<file path="src/inc/adcsb_pkg.sv">
`default_nettype none
package adcsb_pkg;
    // ************************************************************
    // Register map
    // ************************************************************
    localparam logic [3:0]  ADDR_CONTROL_TWO   = 4'h0;
    localparam logic [3:0]  ADDR_IRQ_STATUS    = 4'h1;
    localparam logic [3:0]  ADDR_IRQ_MASK      = 4'h2;
    localparam logic [3:0]  ADDR_SAMPLE_CTRL   = 4'h3;
    localparam logic [3:0]  ADDR_MUX_SETTINGS  = 4'h4;
    localparam logic [3:0]  ADDR_SCAN_SELECT   = 4'h5;
    localparam logic [3:0]  ADDR_STATE         = 4'h6;

    // ************************************************************
    // Control register two fields
    // ************************************************************
    localparam int          VCFG_LSB           = 13;
    localparam int          RSVD_BIT           = 12;
    localparam int          SCAN_SELECT_BIT    = 10;
    localparam int          FILL_HALF_BIT      = 7;
    localparam int          SEQ_IRQ_LSB        = 2;
    localparam int          SPLIT_MODE_BIT     = 1;
    localparam int          ALT_MUX_BIT        = 0;
    // Writable bits: 15-13, 12, 10, 6-0 (11, 9-8, 7 not writable)
    localparam logic [15:0] CTRL2_WR_MASK      = 16'hF47F;
    localparam logic [15:0] CTRL2_RESET        = 16'h0000;

    // Sample control register fields
    localparam int          SAMPLE_REQUEST_REQ_BIT       = 0;
    localparam int          AUTO_CONV_BIT      = 1;

    // Interrupt status bits
    localparam int          IRQ_SEQ_BIT        = 0;
    localparam int          IRQ_DONE_BIT       = 1;
    localparam int          IRQ_BITS           = 2;

    // ************************************************************
    // Timing, in converter clock periods
    // ************************************************************
    localparam int          CONV_PERIODS       = 12;
    localparam int          SAMPLE_PERIODS     = 1;
    localparam int          START_DELAY_MIN    = 2;
    localparam int          START_DELAY_MAX    = 3;
    localparam logic [3:0]  CONV_CNT_LAST      = 4'(CONV_PERIODS - 1);
    localparam logic [1:0]  START_CNT_LAST     = 2'(START_DELAY_MIN - 1);
    localparam logic [3:0]  SAMPLE_CNT_LAST    = 4'(SAMPLE_PERIODS - 1);

    // Buffer geometry
    localparam int          BUF_WORDS          = 32;
    localparam int          HALF_WORDS         = 16;

    typedef enum logic [2:0] {
        ADCSB_IDLE,
        ADCSB_DELAY,
        ADCSB_SAMPLE,
        ADCSB_CONVERT
    } adcsb_state_t;
endpackage
`default_nettype wire

</file>
<file path="src/rtl/adcsb_control.sv">
// The register offsets and the plain strobed port were left to the implementer.
`default_nettype none
module adcsb_control (
    // Clock and reset
    input  wire logic        ref_clk_i,
    input  wire logic        reset_i,
    // Register port
    input  wire logic [3:0]  reg_addr_i,
    input  wire logic [15:0] reg_wdata_i,
    input  wire logic        reg_wr_i,
    input  wire logic        reg_rd_i,
    output logic      [15:0] reg_rdata_o,
    // Converter front end
    input  wire logic [9:0]  conv_result_i,
    output logic             sampling_o,
    output logic             converting_o,
    output logic             mux_b_sel_o,
    output logic      [4:0]  chan_zero_positive_input_o,
    output logic             result_write_o,
    output logic      [4:0]  result_addr_o,
    output logic      [9:0]  result_buffer_word_o,
    // Interrupt
    output logic             irq_o
);
    import adcsb_pkg::*;

    // ************************************************************
    // Registers
    // ************************************************************
    logic [15:0]  ctrl2_ff;
    logic [1:0]   sample_request_ctrl_ff;
    logic [15:0]  mux_set_ff;
    logic [15:0]  scan_mask_ff;
    logic [IRQ_BITS-1:0] irq_stat_ff;
    logic [IRQ_BITS-1:0] irq_mask_ff;
    adcsb_state_t state_ff;
    logic [3:0]   cnt_ff;
    logic         alt_b_ff;
    logic [3:0]   scan_idx_ff;
    logic [3:0]   scan_chan;
    logic [4:0]   seq_cnt_ff;
    logic [4:0]   wr_ptr_ff;
    logic         fill_half_ff;
    logic [15:0]  rdata_ff;
    logic         seq_done;
    logic         wr_ctrl2;
    logic         sample_request_set_wr;

    // Index of next scan input at or after start, wrapping
    function automatic logic [3:0] next_scan(input logic [15:0] mask,
                                             input logic [3:0]  start);
        logic [3:0] idx;
        logic       found;
        idx   = 4'h0;
        found = 1'b0;
        for (int k = 0; k < 16; k++) begin
            if (!found && mask[4'(start + 4'(k))]) begin
                idx   = 4'(start + 4'(k));
                found = 1'b1;
            end
        end
        return idx;
    endfunction

    assign wr_ctrl2    = reg_wr_i && (reg_addr_i == ADDR_CONTROL_TWO);
    assign sample_request_set_wr = reg_wr_i && (reg_addr_i == ADDR_SAMPLE_CTRL)
                         && reg_wdata_i[SAMPLE_REQUEST_REQ_BIT];

    // ************************************************************
    // Software registers
    // ************************************************************
    // Control register two; unimplemented bits never stored
    always_ff @(posedge ref_clk_i) begin
        if (reset_i) begin
            ctrl2_ff <= CTRL2_RESET;
        end else if (wr_ctrl2) begin
            ctrl2_ff <= reg_wdata_i & CTRL2_WR_MASK;
        end
    end

    // Sample request, cleared by hardware once sampling ends
    always_ff @(posedge ref_clk_i) begin
        if (reset_i) begin
            sample_request_ctrl_ff <= 2'b00;
        end else if (reg_wr_i && (reg_addr_i == ADDR_SAMPLE_CTRL)) begin
            sample_request_ctrl_ff <= reg_wdata_i[1:0];
        end else if (state_ff == ADCSB_SAMPLE && cnt_ff == SAMPLE_CNT_LAST) begin
            sample_request_ctrl_ff[SAMPLE_REQUEST_REQ_BIT] <= 1'b0;
        end
    end

    // Mux settings (A in low byte, B in high byte) and scan mask
    always_ff @(posedge ref_clk_i) begin
        if (reset_i) begin
            mux_set_ff   <= 16'h0000;
            scan_mask_ff <= 16'h0000;
        end else if (reg_wr_i) begin
            if (reg_addr_i == ADDR_MUX_SETTINGS) begin
                mux_set_ff <= reg_wdata_i;
            end
            if (reg_addr_i == ADDR_SCAN_SELECT) begin
                scan_mask_ff <= reg_wdata_i;
            end
        end
    end

    // ************************************************************
    // Sequencer
    // ************************************************************
    // Start delay fixed at 2 periods: inside the allowed 2 to 3 window
    always_ff @(posedge ref_clk_i) begin
        if (reset_i) begin
            state_ff <= ADCSB_IDLE;
            cnt_ff   <= 4'h0;
        end else begin
            case (state_ff)
                ADCSB_IDLE: begin
                    if (sample_request_set_wr) begin
                        state_ff <= ADCSB_DELAY;
                        cnt_ff   <= 4'h0;
                    end
                end
                ADCSB_DELAY: begin
                    if (cnt_ff[1:0] == START_CNT_LAST) begin
                        state_ff <= ADCSB_SAMPLE;
                        cnt_ff   <= 4'h0;
                    end else begin
                        cnt_ff <= cnt_ff + 4'h1;
                    end
                end
                ADCSB_SAMPLE: begin
                    if (cnt_ff == SAMPLE_CNT_LAST) begin
                        state_ff <= ADCSB_CONVERT;
                        cnt_ff   <= 4'h0;
                    end else begin
                        cnt_ff <= cnt_ff + 4'h1;
                    end
                end
                ADCSB_CONVERT: begin
                    if (cnt_ff == CONV_CNT_LAST) begin
                        cnt_ff <= 4'h0;
                        // Auto mode loops straight back into sampling
                        state_ff <= sample_request_ctrl_ff[AUTO_CONV_BIT] ? ADCSB_SAMPLE
                                                                : ADCSB_IDLE;
                    end else begin
                        cnt_ff <= cnt_ff + 4'h1;
                    end
                end
                default: begin
                    state_ff <= ADCSB_IDLE;
                    cnt_ff   <= 4'h0;
                end
            endcase
        end
    end

    assign seq_done     = (state_ff == ADCSB_CONVERT) && (cnt_ff == CONV_CNT_LAST);
    assign sampling_o   = (state_ff == ADCSB_SAMPLE);
    assign converting_o = (state_ff == ADCSB_CONVERT);

    // ************************************************************
    // Input selection
    // ************************************************************
    // Alternation restarts on mux A whenever the mode is written
    always_ff @(posedge ref_clk_i) begin
        if (reset_i || wr_ctrl2) begin
            alt_b_ff <= 1'b0;
        end else if (seq_done) begin
            alt_b_ff <= ctrl2_ff[ALT_MUX_BIT] && !alt_b_ff;
        end
    end

    // Scan pointer steps only on mux A samples; resumes past the channel just used
    always_ff @(posedge ref_clk_i) begin
        if (reset_i || wr_ctrl2) begin
            scan_idx_ff <= 4'h0;
        end else if (seq_done && !alt_b_ff && ctrl2_ff[SCAN_SELECT_BIT]) begin
            scan_idx_ff <= 4'(scan_chan + 4'h1);
        end
    end

    assign scan_chan   = next_scan(scan_mask_ff, scan_idx_ff);
    assign mux_b_sel_o = alt_b_ff;
    // Scan overrides the fixed mux A channel; B always uses its own
    assign chan_zero_positive_input_o =
        alt_b_ff ? mux_set_ff[12:8]
                 : (ctrl2_ff[SCAN_SELECT_BIT]
                    ? {1'b0, scan_chan}
                    : mux_set_ff[4:0]);

    // ************************************************************
    // Result buffer and interrupt count
    // ************************************************************
    // Pointer and half flip restart when an interrupt point is reached
    always_ff @(posedge ref_clk_i) begin
        if (reset_i || wr_ctrl2) begin
            seq_cnt_ff   <= 5'h00;
            wr_ptr_ff    <= 5'h00;
            fill_half_ff <= 1'b0;
        end else if (seq_done) begin
            if (seq_cnt_ff == ctrl2_ff[SEQ_IRQ_LSB +: 5]) begin
                seq_cnt_ff <= 5'h00;
                if (ctrl2_ff[SPLIT_MODE_BIT]) begin
                    fill_half_ff <= !fill_half_ff;
                end
                wr_ptr_ff <= 5'h00;
            end else begin
                seq_cnt_ff <= seq_cnt_ff + 5'h01;
                wr_ptr_ff  <= wr_ptr_ff + 5'h01;
            end
        end
    end

    // Capture the result on the last conversion period; the write strobe and address register on the same edge as the word
    always_ff @(posedge ref_clk_i) begin
        if (reset_i) begin
            result_write_o       <= 1'b0;
            result_addr_o        <= 5'h00;
            result_buffer_word_o <= 10'h000;
        end else begin
            result_write_o       <= seq_done;
            result_buffer_word_o <= seq_done ? conv_result_i : result_buffer_word_o;
            if (seq_done) begin
                result_addr_o <= ctrl2_ff[SPLIT_MODE_BIT]
                    ? {fill_half_ff, wr_ptr_ff[3:0]}
                    : wr_ptr_ff;
            end
        end
    end

    // Sticky events: set wins over write-one-to-clear
    always_ff @(posedge ref_clk_i) begin
        if (reset_i) begin
            irq_stat_ff <= '0;
            irq_mask_ff <= '0;
        end else begin
            if (reg_wr_i && reg_addr_i == ADDR_IRQ_MASK) begin
                irq_mask_ff <= reg_wdata_i[IRQ_BITS-1:0];
            end
            irq_stat_ff <= (irq_stat_ff
                            & ~((reg_wr_i && reg_addr_i == ADDR_IRQ_STATUS)
                                ? reg_wdata_i[IRQ_BITS-1:0] : 2'b00))
                         | {seq_done,
                            seq_done && seq_cnt_ff == ctrl2_ff[SEQ_IRQ_LSB +: 5]};
        end
    end

    assign irq_o = |(irq_stat_ff & irq_mask_ff);

    // ************************************************************
    // Read port
    // ************************************************************
    // Unmapped offsets read zero
    always_ff @(posedge ref_clk_i) begin
        if (reset_i) begin
            rdata_ff <= 16'h0000;
        end else if (reg_rd_i) begin
            case (reg_addr_i)
                ADDR_CONTROL_TWO: begin
                    rdata_ff <= (ctrl2_ff & CTRL2_WR_MASK)
                              | (16'(fill_half_ff && ctrl2_ff[SPLIT_MODE_BIT])
                                 << FILL_HALF_BIT);
                end
                ADDR_IRQ_STATUS:   rdata_ff <= {14'h0000, irq_stat_ff};
                ADDR_IRQ_MASK:     rdata_ff <= {14'h0000, irq_mask_ff};
                ADDR_SAMPLE_CTRL:  rdata_ff <= {14'h0000, sample_request_ctrl_ff};
                ADDR_MUX_SETTINGS: rdata_ff <= mux_set_ff;
                ADDR_SCAN_SELECT:  rdata_ff <= scan_mask_ff;
                ADDR_STATE:        rdata_ff <= {8'h00, 3'(state_ff), wr_ptr_ff};
                default:           rdata_ff <= 16'h0000;
            endcase
        end else begin
            rdata_ff <= 16'h0000;
        end
    end

    assign reg_rdata_o = rdata_ff;
endmodule // adcsb_control
`default_nettype wire

</file>
<file path="config.mk">
export PLATFORM = sky130hd
export DESIGN_NAME = adcsb_control
export DESIGN_NICKNAME = d
export VERILOG_FILES = /design/src/inc/adcsb_pkg.sv /design/src/rtl/adcsb_control.sv
export SDC_FILE = /design/constraint.sdc
export NUM_CORES = 1
export LEC_CHECK = 0
export BUFFER_PORTS_ARGS = -buffer_cell sky130_fd_sc_hd__buf_4
export CAP_MARGIN = 0
export CELL_PAD_IN_SITES_DETAIL_PLACEMENT = 1
export CELL_PAD_IN_SITES_GLOBAL_PLACEMENT = 2
export CORE_MARGIN = 5
export CORE_UTILIZATION = 32
export DETAILED_ROUTE_END_ITERATION = 6
export GPL_TIMING_DRIVEN = 0
export PLACE_DENSITY_LB_ADDON = 0.1
export REMOVE_ABC_BUFFERS = 1
export SLEW_MARGIN = 20
export SYNTH_ARGS = -nofsm -noshare
export SYNTH_HDL_FRONTEND = slang
export SYNTH_SLANG_ARGS = --single-unit
export TNS_END_PERCENT = 5
</file>
<file path="constraint.sdc">
create_clock -name ref_clk_i -period 4.8 [get_ports ref_clk_i]
set_clock_uncertainty 0.1 [all_clocks]
set_input_delay 0.24 -clock ref_clk_i [delete_from_list [all_inputs] [get_ports ref_clk_i]]
set_output_delay 0.24 -clock ref_clk_i [all_outputs]
set_load 0.1 [all_outputs]
</file>
==> impl_metrics.env, run 1 <==
export IMPL_status="finished with violations"
export IMPL_violations="setup timing"
export IMPL_path_clk_slew_ps=90
export IMPL_syn_inst=838
export IMPL_p_leak_nw=3.123
export IMPL_cp_required_ps=4460
export IMPL_clock_sinks=104
export IMPL_wl_per_cell_um=22.20
export IMPL_tightest_slew_ps=942.3
export IMPL_synth_cell_types=75
export IMPL_arrival_ps=4520
export IMPL_clock_fmax_ghz=0.2056
export IMPL_cap_violations=0
export IMPL_firstDrtPassIters=7
export IMPL_io_pins=75
export IMPL_grtUsageMet3=0.03767
export IMPL_fin_crit_sh=1.013
export IMPL_cp_start_kind="register"
export IMPL_finalHoldViolCount=0
export IMPL_synth_edf_count=0
export IMPL_setup_ws_ps=-64.61
export IMPL_dieArea_sq_um=24730
export IMPL_slew_headroom=0.3718
export IMPL_yosys_warnings=0
export IMPL_clk_latency_ps=370
export IMPL_first_global_vias=7070
export IMPL_viasPerCell=5.745
export IMPL_grt_overflow_total=0
export IMPL_ys_ff_latch=104
export IMPL_numCtsBuffers=9
export IMPL_mostFrequentLayoutCell="nand2_1"
export IMPL_grt_pass1_wl_mm=40.65
export IMPL_gr_usage_met1=0.2697
export IMPL_synthFlopType="dfxtp_1"
export IMPL_antenna_found_initial=0
export IMPL_ctsHtreeMaxLevel=3
export IMPL_path_max_fanout=6
export IMPL_utilization=0.4079
export IMPL_rsz0062_at_grt="yes"
export IMPL_power_mw=1.825
export IMPL_num_vias=6836
export IMPL_cts_tree="built"
export IMPL_setup_viol=3
export IMPL_period_needed_ps=4865
export IMPL_n_antenna_cell=0
export IMPL_dp_hpwl_mm=18.33
export IMPL_grt_max_degree=75
export IMPL_pre_cts_ws_ps=-1583
export IMPL_io_buffers=74
export IMPL_worstSetupPathType="register to output pin"
export IMPL_slew_violations=0
export IMPL_area_growth_pct=24.38
export IMPL_pwr_density_cell_nw_per_um2=211.5
export IMPL_core_sq_um=21150
export IMPL_irDropWorstVdd_mv=0.1394
export IMPL_ant_nets=0
export IMPL_track_usage=0.2116
export IMPL_end_kind="output pin"
export IMPL_busiest_layer="met2"
export IMPL_syn_avg_cell_area_sq_um=8.279
export IMPL_core_rowCount=53
export IMPL_cts_path_max_buffers=2
export IMPL_drive_above_1_share=0.2568
export IMPL_drt_iter0_markers=416
export IMPL_ys_seq_area_frac=0.3001
export IMPL_fin_nets=958
export IMPL_dieWidth_um=157.2
export IMPL_synth_area_sq_um=6938
export IMPL_final_cell_mix="170 x nand2_1, 107 x buf_4, 100 x dfxtp_1"
export IMPL_post_route_drc_count=0
export IMPL_wirelength_mm=26.42
export IMPL_root_buffer="clkbuf_16"
export IMPL_dieHeight_um=157.2
export IMPL_start_util=0.3280
export IMPL_met2_usage=0.3666
export IMPL_gp_congestion=0.8805
export IMPL_hold_path_class="primary input to register"
export IMPL_synthArstFlopShare=0
## flip-flops by register name (all words and copies together), names as in the netlist, 4 cells and up
register	count
mux_set_ff	16
reg_rdata_o	16
scan_mask_ff	16
ctrl2_ff	12
result_buffer_word_o	10
result_addr_o	5
seq_cnt_ff	5
wr_ptr_ff	5
cnt_ff	4
scan_idx_ff	4
## synthesized netlist by cell type, types with 3 or more instances
cell | instances | area share
nor3b_1 | 3 | 0.0032
a211oi_1 | 9 | 0.0097
mux2i_1 | 31 | 0.045
inv_1 | 12 | 0.0065
a31oi_1 | 7 | 0.0063
nand2_1 | 170 | 0.092
dfxtp_1 | 104 | 0.30
a21boi_0 | 3 | 0.0032
nor2b_1 | 10 | 0.0090
buf_2 | 5 | 0.0036
nand2b_1 | 10 | 0.0090
or3b_2 | 3 | 0.0038
buf_6 | 3 | 0.0049
nand3_1 | 20 | 0.014
a221oi_1 | 9 | 0.011
xor2_1 | 16 | 0.020
nor2_1 | 67 | 0.036
a22oi_1 | 16 | 0.017
xnor2_1 | 11 | 0.014
and2_1 | 11 | 0.0099
mux4_2 | 31 | 0.10
a21oi_1 | 94 | 0.068
nand4_1 | 5 | 0.0045
nor3_1 | 10 | 0.0072
mux4_1 | 4 | 0.015
o22ai_1 | 4 | 0.0036
ha_1 | 14 | 0.025
mux2_2 | 12 | 0.019
clkbuf_1 | 47 | 0.025
a22o_1 | 10 | 0.013
o21ai_0 | 21 | 0.015
nor4_1 | 4 | 0.0036
a222oi_1 | 6 | 0.0087
## through the flow
stage	instance area [sq um]	cells	TNS (ps)	hold WS, ps
after CTS	8454	1180	-375.6	1.498
after global placement	7595	1130	-19410	343.8
after global routing	8630	1190	-490.8	10.10
final	8630	1190	-111.3	18.07
after detailed placement	7665	1134	-10070	348.7
after floorplan	6695	781	-12180	209.1
## layer usage
layer	vias up	wire length, um
li1	3183	-
met1	3419	11330
met2	200	13250
met3	34	1298
met4	0	534
met5	-	0
## report_power, final
part           switching, mW  total [mW]  internal, mW
Clock                  0.403       0.781         0.379
Sequential           0.00900       0.874         0.865
Combinational          0.102       0.169        0.0673
## cells by family (layout without fill, tap and decap cells)
kind of cell    after synthesis  count (layout)  synth area share
simple gates                335             335            0.2197
fa+ha+maj                    14              14           0.02525
mux                          80              80            0.1843
xor+xnor                     27              27           0.03408
buf+inv                      71             148           0.04256
compound gates              207             207            0.1940
flops                       104             104            0.3001
## repair_timing
action | 4_1_cts | 5_1_grt
hold buffers | 1 | 0
cloned | 1 | 0
gates resized for setup | 47 | 21
pin swaps | 9 | 12
setup buffers | 28 | 10
hold endpoints to repair | 1 | 0
endpoints found under the setup margin | 8 | 4
## worst paths after layout
| kind | from | cells past startpoint | slack (ps) | end |
|---|---|---|---|---|
| max reg2reg | scan_idx_ff[1] | 18 | 200 | scan_idx_ff[2] |
| min reg2reg | result_buffer_word_o[7] | 2 | 360 | result_buffer_word_o[7] |
| max | scan_idx_ff[1] | 15 | -60 | chan_zero_positive_input_o[2] |
| min | conv_result_i[1] | 3 | 20 | result_buffer_word_o[1] |
## area by class of cell
class	count	area, sq um
inverters	14	61.31
repair buffers	118	975.9
flip-flops and latches	104	2097
clock buffers	9	225.2
fillers	2495	12520
clock inverters	7	92.59
well taps	275	344.1
multi-input cells	663	4833
## worst max-delay path, stage by stage, from the launching register on
cell	delay [ps]
dfxtp_4	420
clkinvlp_4	160
ha_4	370
buf_4	150
mux4_2	380
mux2_4	360
mux2_2	320
nor2_2	190
nand4_1	240
buf_4	210
or4_4	520
a2bb2oi_4	170
nand2_1	90
a21oi_2	60
o31ai_4	300
buf_12	220
(Power assumes the default switching activity.)
==> inputs of run 2 (changes only) <==
Settings changed: CORE_ASPECT_RATIO set to 2, CORE_UTILIZATION 32 to 39.
Clock period 4.8 ns to 5.9 ns, I/O delays scaled along.
==> impl_metrics.env, run 2 (synthesis gave the netlist of run 1 again) <==
export IMPL_cp_required_ps=5510
export IMPL_arrival_ps=5270
export IMPL_core_rowCount=69
export IMPL_final_cell_mix="170 x nand2_1, 100 x dfxtp_1, 94 x a21oi_1"
export IMPL_grtUsageMet3=0.03183
export IMPL_antenna_found_initial=0
export IMPL_p_leak_nw=2.871
export IMPL_finalHoldViolCount=0
export IMPL_cp_start_kind="register"
export IMPL_fillCellCount=2123
export IMPL_fin_nets=920
export IMPL_rr_worst_depth=15
export IMPL_root_buffer="clkbuf_16"
export IMPL_gp_congestion=0.8811
export IMPL_dieHeight_um=198.6
export IMPL_grt_pass1_wl_mm=37.14
export IMPL_busiest_layer="met2"
export IMPL_clock_sinks=104
export IMPL_pwr_density_cell_nw_per_um2=186.5
export IMPL_rsz0062_at_grt="no"
export IMPL_start_util=0.3939
export IMPL_utilization=0.4525
export IMPL_gr_usage_met1=0.3013
export IMPL_mostFrequentLayoutCell="nand2_1"
export IMPL_core_sq_um=17610
export IMPL_drive_above_1_share=0.1916
export IMPL_hold_path_class="primary input to register"
export IMPL_placed_area_sq_um=7592
export IMPL_period_needed_ps=5661
export IMPL_tightest_slew_ps=961.0
export IMPL_clk_latency_ps=350
export IMPL_drt_iter0_markers=338
export IMPL_multi_input_area_sq_um=4612
export IMPL_path_clk_slew_ps=70
export IMPL_fin_cells=1090
export IMPL_firstDrtPassIters=5
export IMPL_irDropWorstVdd_mv=0.1174
export IMPL_cp_depth=13
export IMPL_numCtsBuffers=9
export IMPL_cap_violations=0
export IMPL_crit_family="simple AND/OR/NAND/NOR gates"
export IMPL_clock_fmax_ghz=0.1766
export IMPL_critPathBufInv=2
export IMPL_dieWidth_um=104.3
export IMPL_io_buffers=74
export IMPL_slew_headroom=0.3593
export IMPL_viasPerCell=5.978
export IMPL_ctsHtreeMaxLevel=3
export IMPL_fin_area_sq_um=7970
export IMPL_slowest_stage="mux4_2"
export IMPL_worstSetupPathType="register to output pin"
export IMPL_postCtsHoldBufs=0
export IMPL_dp_hpwl_mm=16.65
export IMPL_cts_path_max_buffers=2
export IMPL_fin_crit_sh=0.9596
export IMPL_dieArea_sq_um=20720
export IMPL_wl_per_cell_um=21.12
export IMPL_grt_overflow_total=0
export IMPL_regArea_sq_um=2090
export IMPL_slew_violations=0
export IMPL_placed_cells=1072
export IMPL_met2_usage=0.3684
export IMPL_cp_slowest_stage_delay_ps=600
export IMPL_io_pins=75
export IMPL_ant_nets=0
export IMPL_path_max_fanout=19
export IMPL_area_growth_pct=14.88
export IMPL_end_kind="output pin"
export IMPL_worst_hold_path_num_cells=3
export IMPL_wirelength_mm=23.02
export IMPL_cts_tree="built"
export IMPL_track_usage=0.2200
export IMPL_crit_chain="inv_1 > ha_4 > mux4_2 > mux2_4 > mux2_4 > or3b_1 > or3_4 > or4_4 > a2bb2oi_1 > nand2_1 > a21oi_1 > o31ai_1 > buf_4"
export IMPL_cp_common_cell="mux2_4"
export IMPL_n_antenna_cell=0
export IMPL_post_route_drc_count=0
export IMPL_first_global_vias=6704
export IMPL_num_vias=6516
export IMPL_setup_viol=0
export IMPL_status="completed"
export IMPL_grt_max_degree=75
-- run 2: changes by cell type in the layout (fill, tap and decap cells not counted), sizes merged --
cell / before / now
clkinvlp: 2 / 1
bufbuf: 1 / 0
inv: 16 / 15
bufinv: 0 / 2
buf: 116 / 80
dlygate4sd3: 1 / 0
-- run 2: path summary, 6_finish.rpt --
check / from / to / slack [ps]
worst max-delay path: scan_idx_ff[1] / chan_zero_positive_input_o[2] / 240
worst min-delay path: conv_result_i[6] / result_buffer_word_o[6] / 90
worst max register to register: scan_idx_ff[1] / scan_idx_ff[2] / 870
worst min register to register: ctrl2_ff[12] / ctrl2_ff[12] / 360
-- run 2: power by group --
group	internal [mW]	switching [mW]	leakage, nW
combinational	0.0456	0.0766	1.87
sequential	0.705	0.00723	0.841
clock	0.373	0.279	0.156
-- run 2: cell type report --
type / instances / area share
Clock buffer: 9 / 0.02826
Timing Repair Buffer: 80 / 0.07896
Multi-Input combinational cell: 663 / 0.5786
Inverter: 14 / 0.006593
Clock inverter: 7 / 0.01193
Tap cell: 213 / 0.03344
Sequential cell: 104 / 0.2622
-- run 2: timing repair --
| action | 4_1_cts | 5_1_grt |
|---|---|---|
| endpoints found under the setup margin | 6 | 3 |
| endpoints found under the hold margin | 0 | 0 |
| gates resized for setup | 7 | 1 |
| setup buffers | 0 | 2 |
| pin swaps | 0 | 0 |
-- run 2: worst min-delay path: cells and delay by family --
kind                   cells  cell delay [ps]
and+or+nand+nor            1               50
buffers and inverters      1              110
AOI/OAI and AO/OA          1               50
-- run 2: per-layer routing --
layer	up-vias	routed length, um
met5	-	0
met4	0	294
met3	20	1042
met2	151	11090
met1	3232	10590
li1	3113	-
-- run 2: metrics by stage --
| stage | setup slack [ps] | setup TNS [ps] | power, mW | hold WS (ps) |
|---|---|---|---|---|
| 2_1_floorplan | -1701 | -5389 | 0.7878 | 264.1 |
| 3_3_place_gp | -1704 | -11480 | 0.8464 | 342.0 |
| 3_5_place_dp | -347.7 | -1212 | 0.8499 | 346.4 |
| 4_1_cts | 127.2 | 0 | 1.500 | 81.82 |
| 5_1_grt | 66.97 | 0 | 1.542 | 89.49 |
| 6_report | 238.6 | 0 | 1.486 | 88.61 |
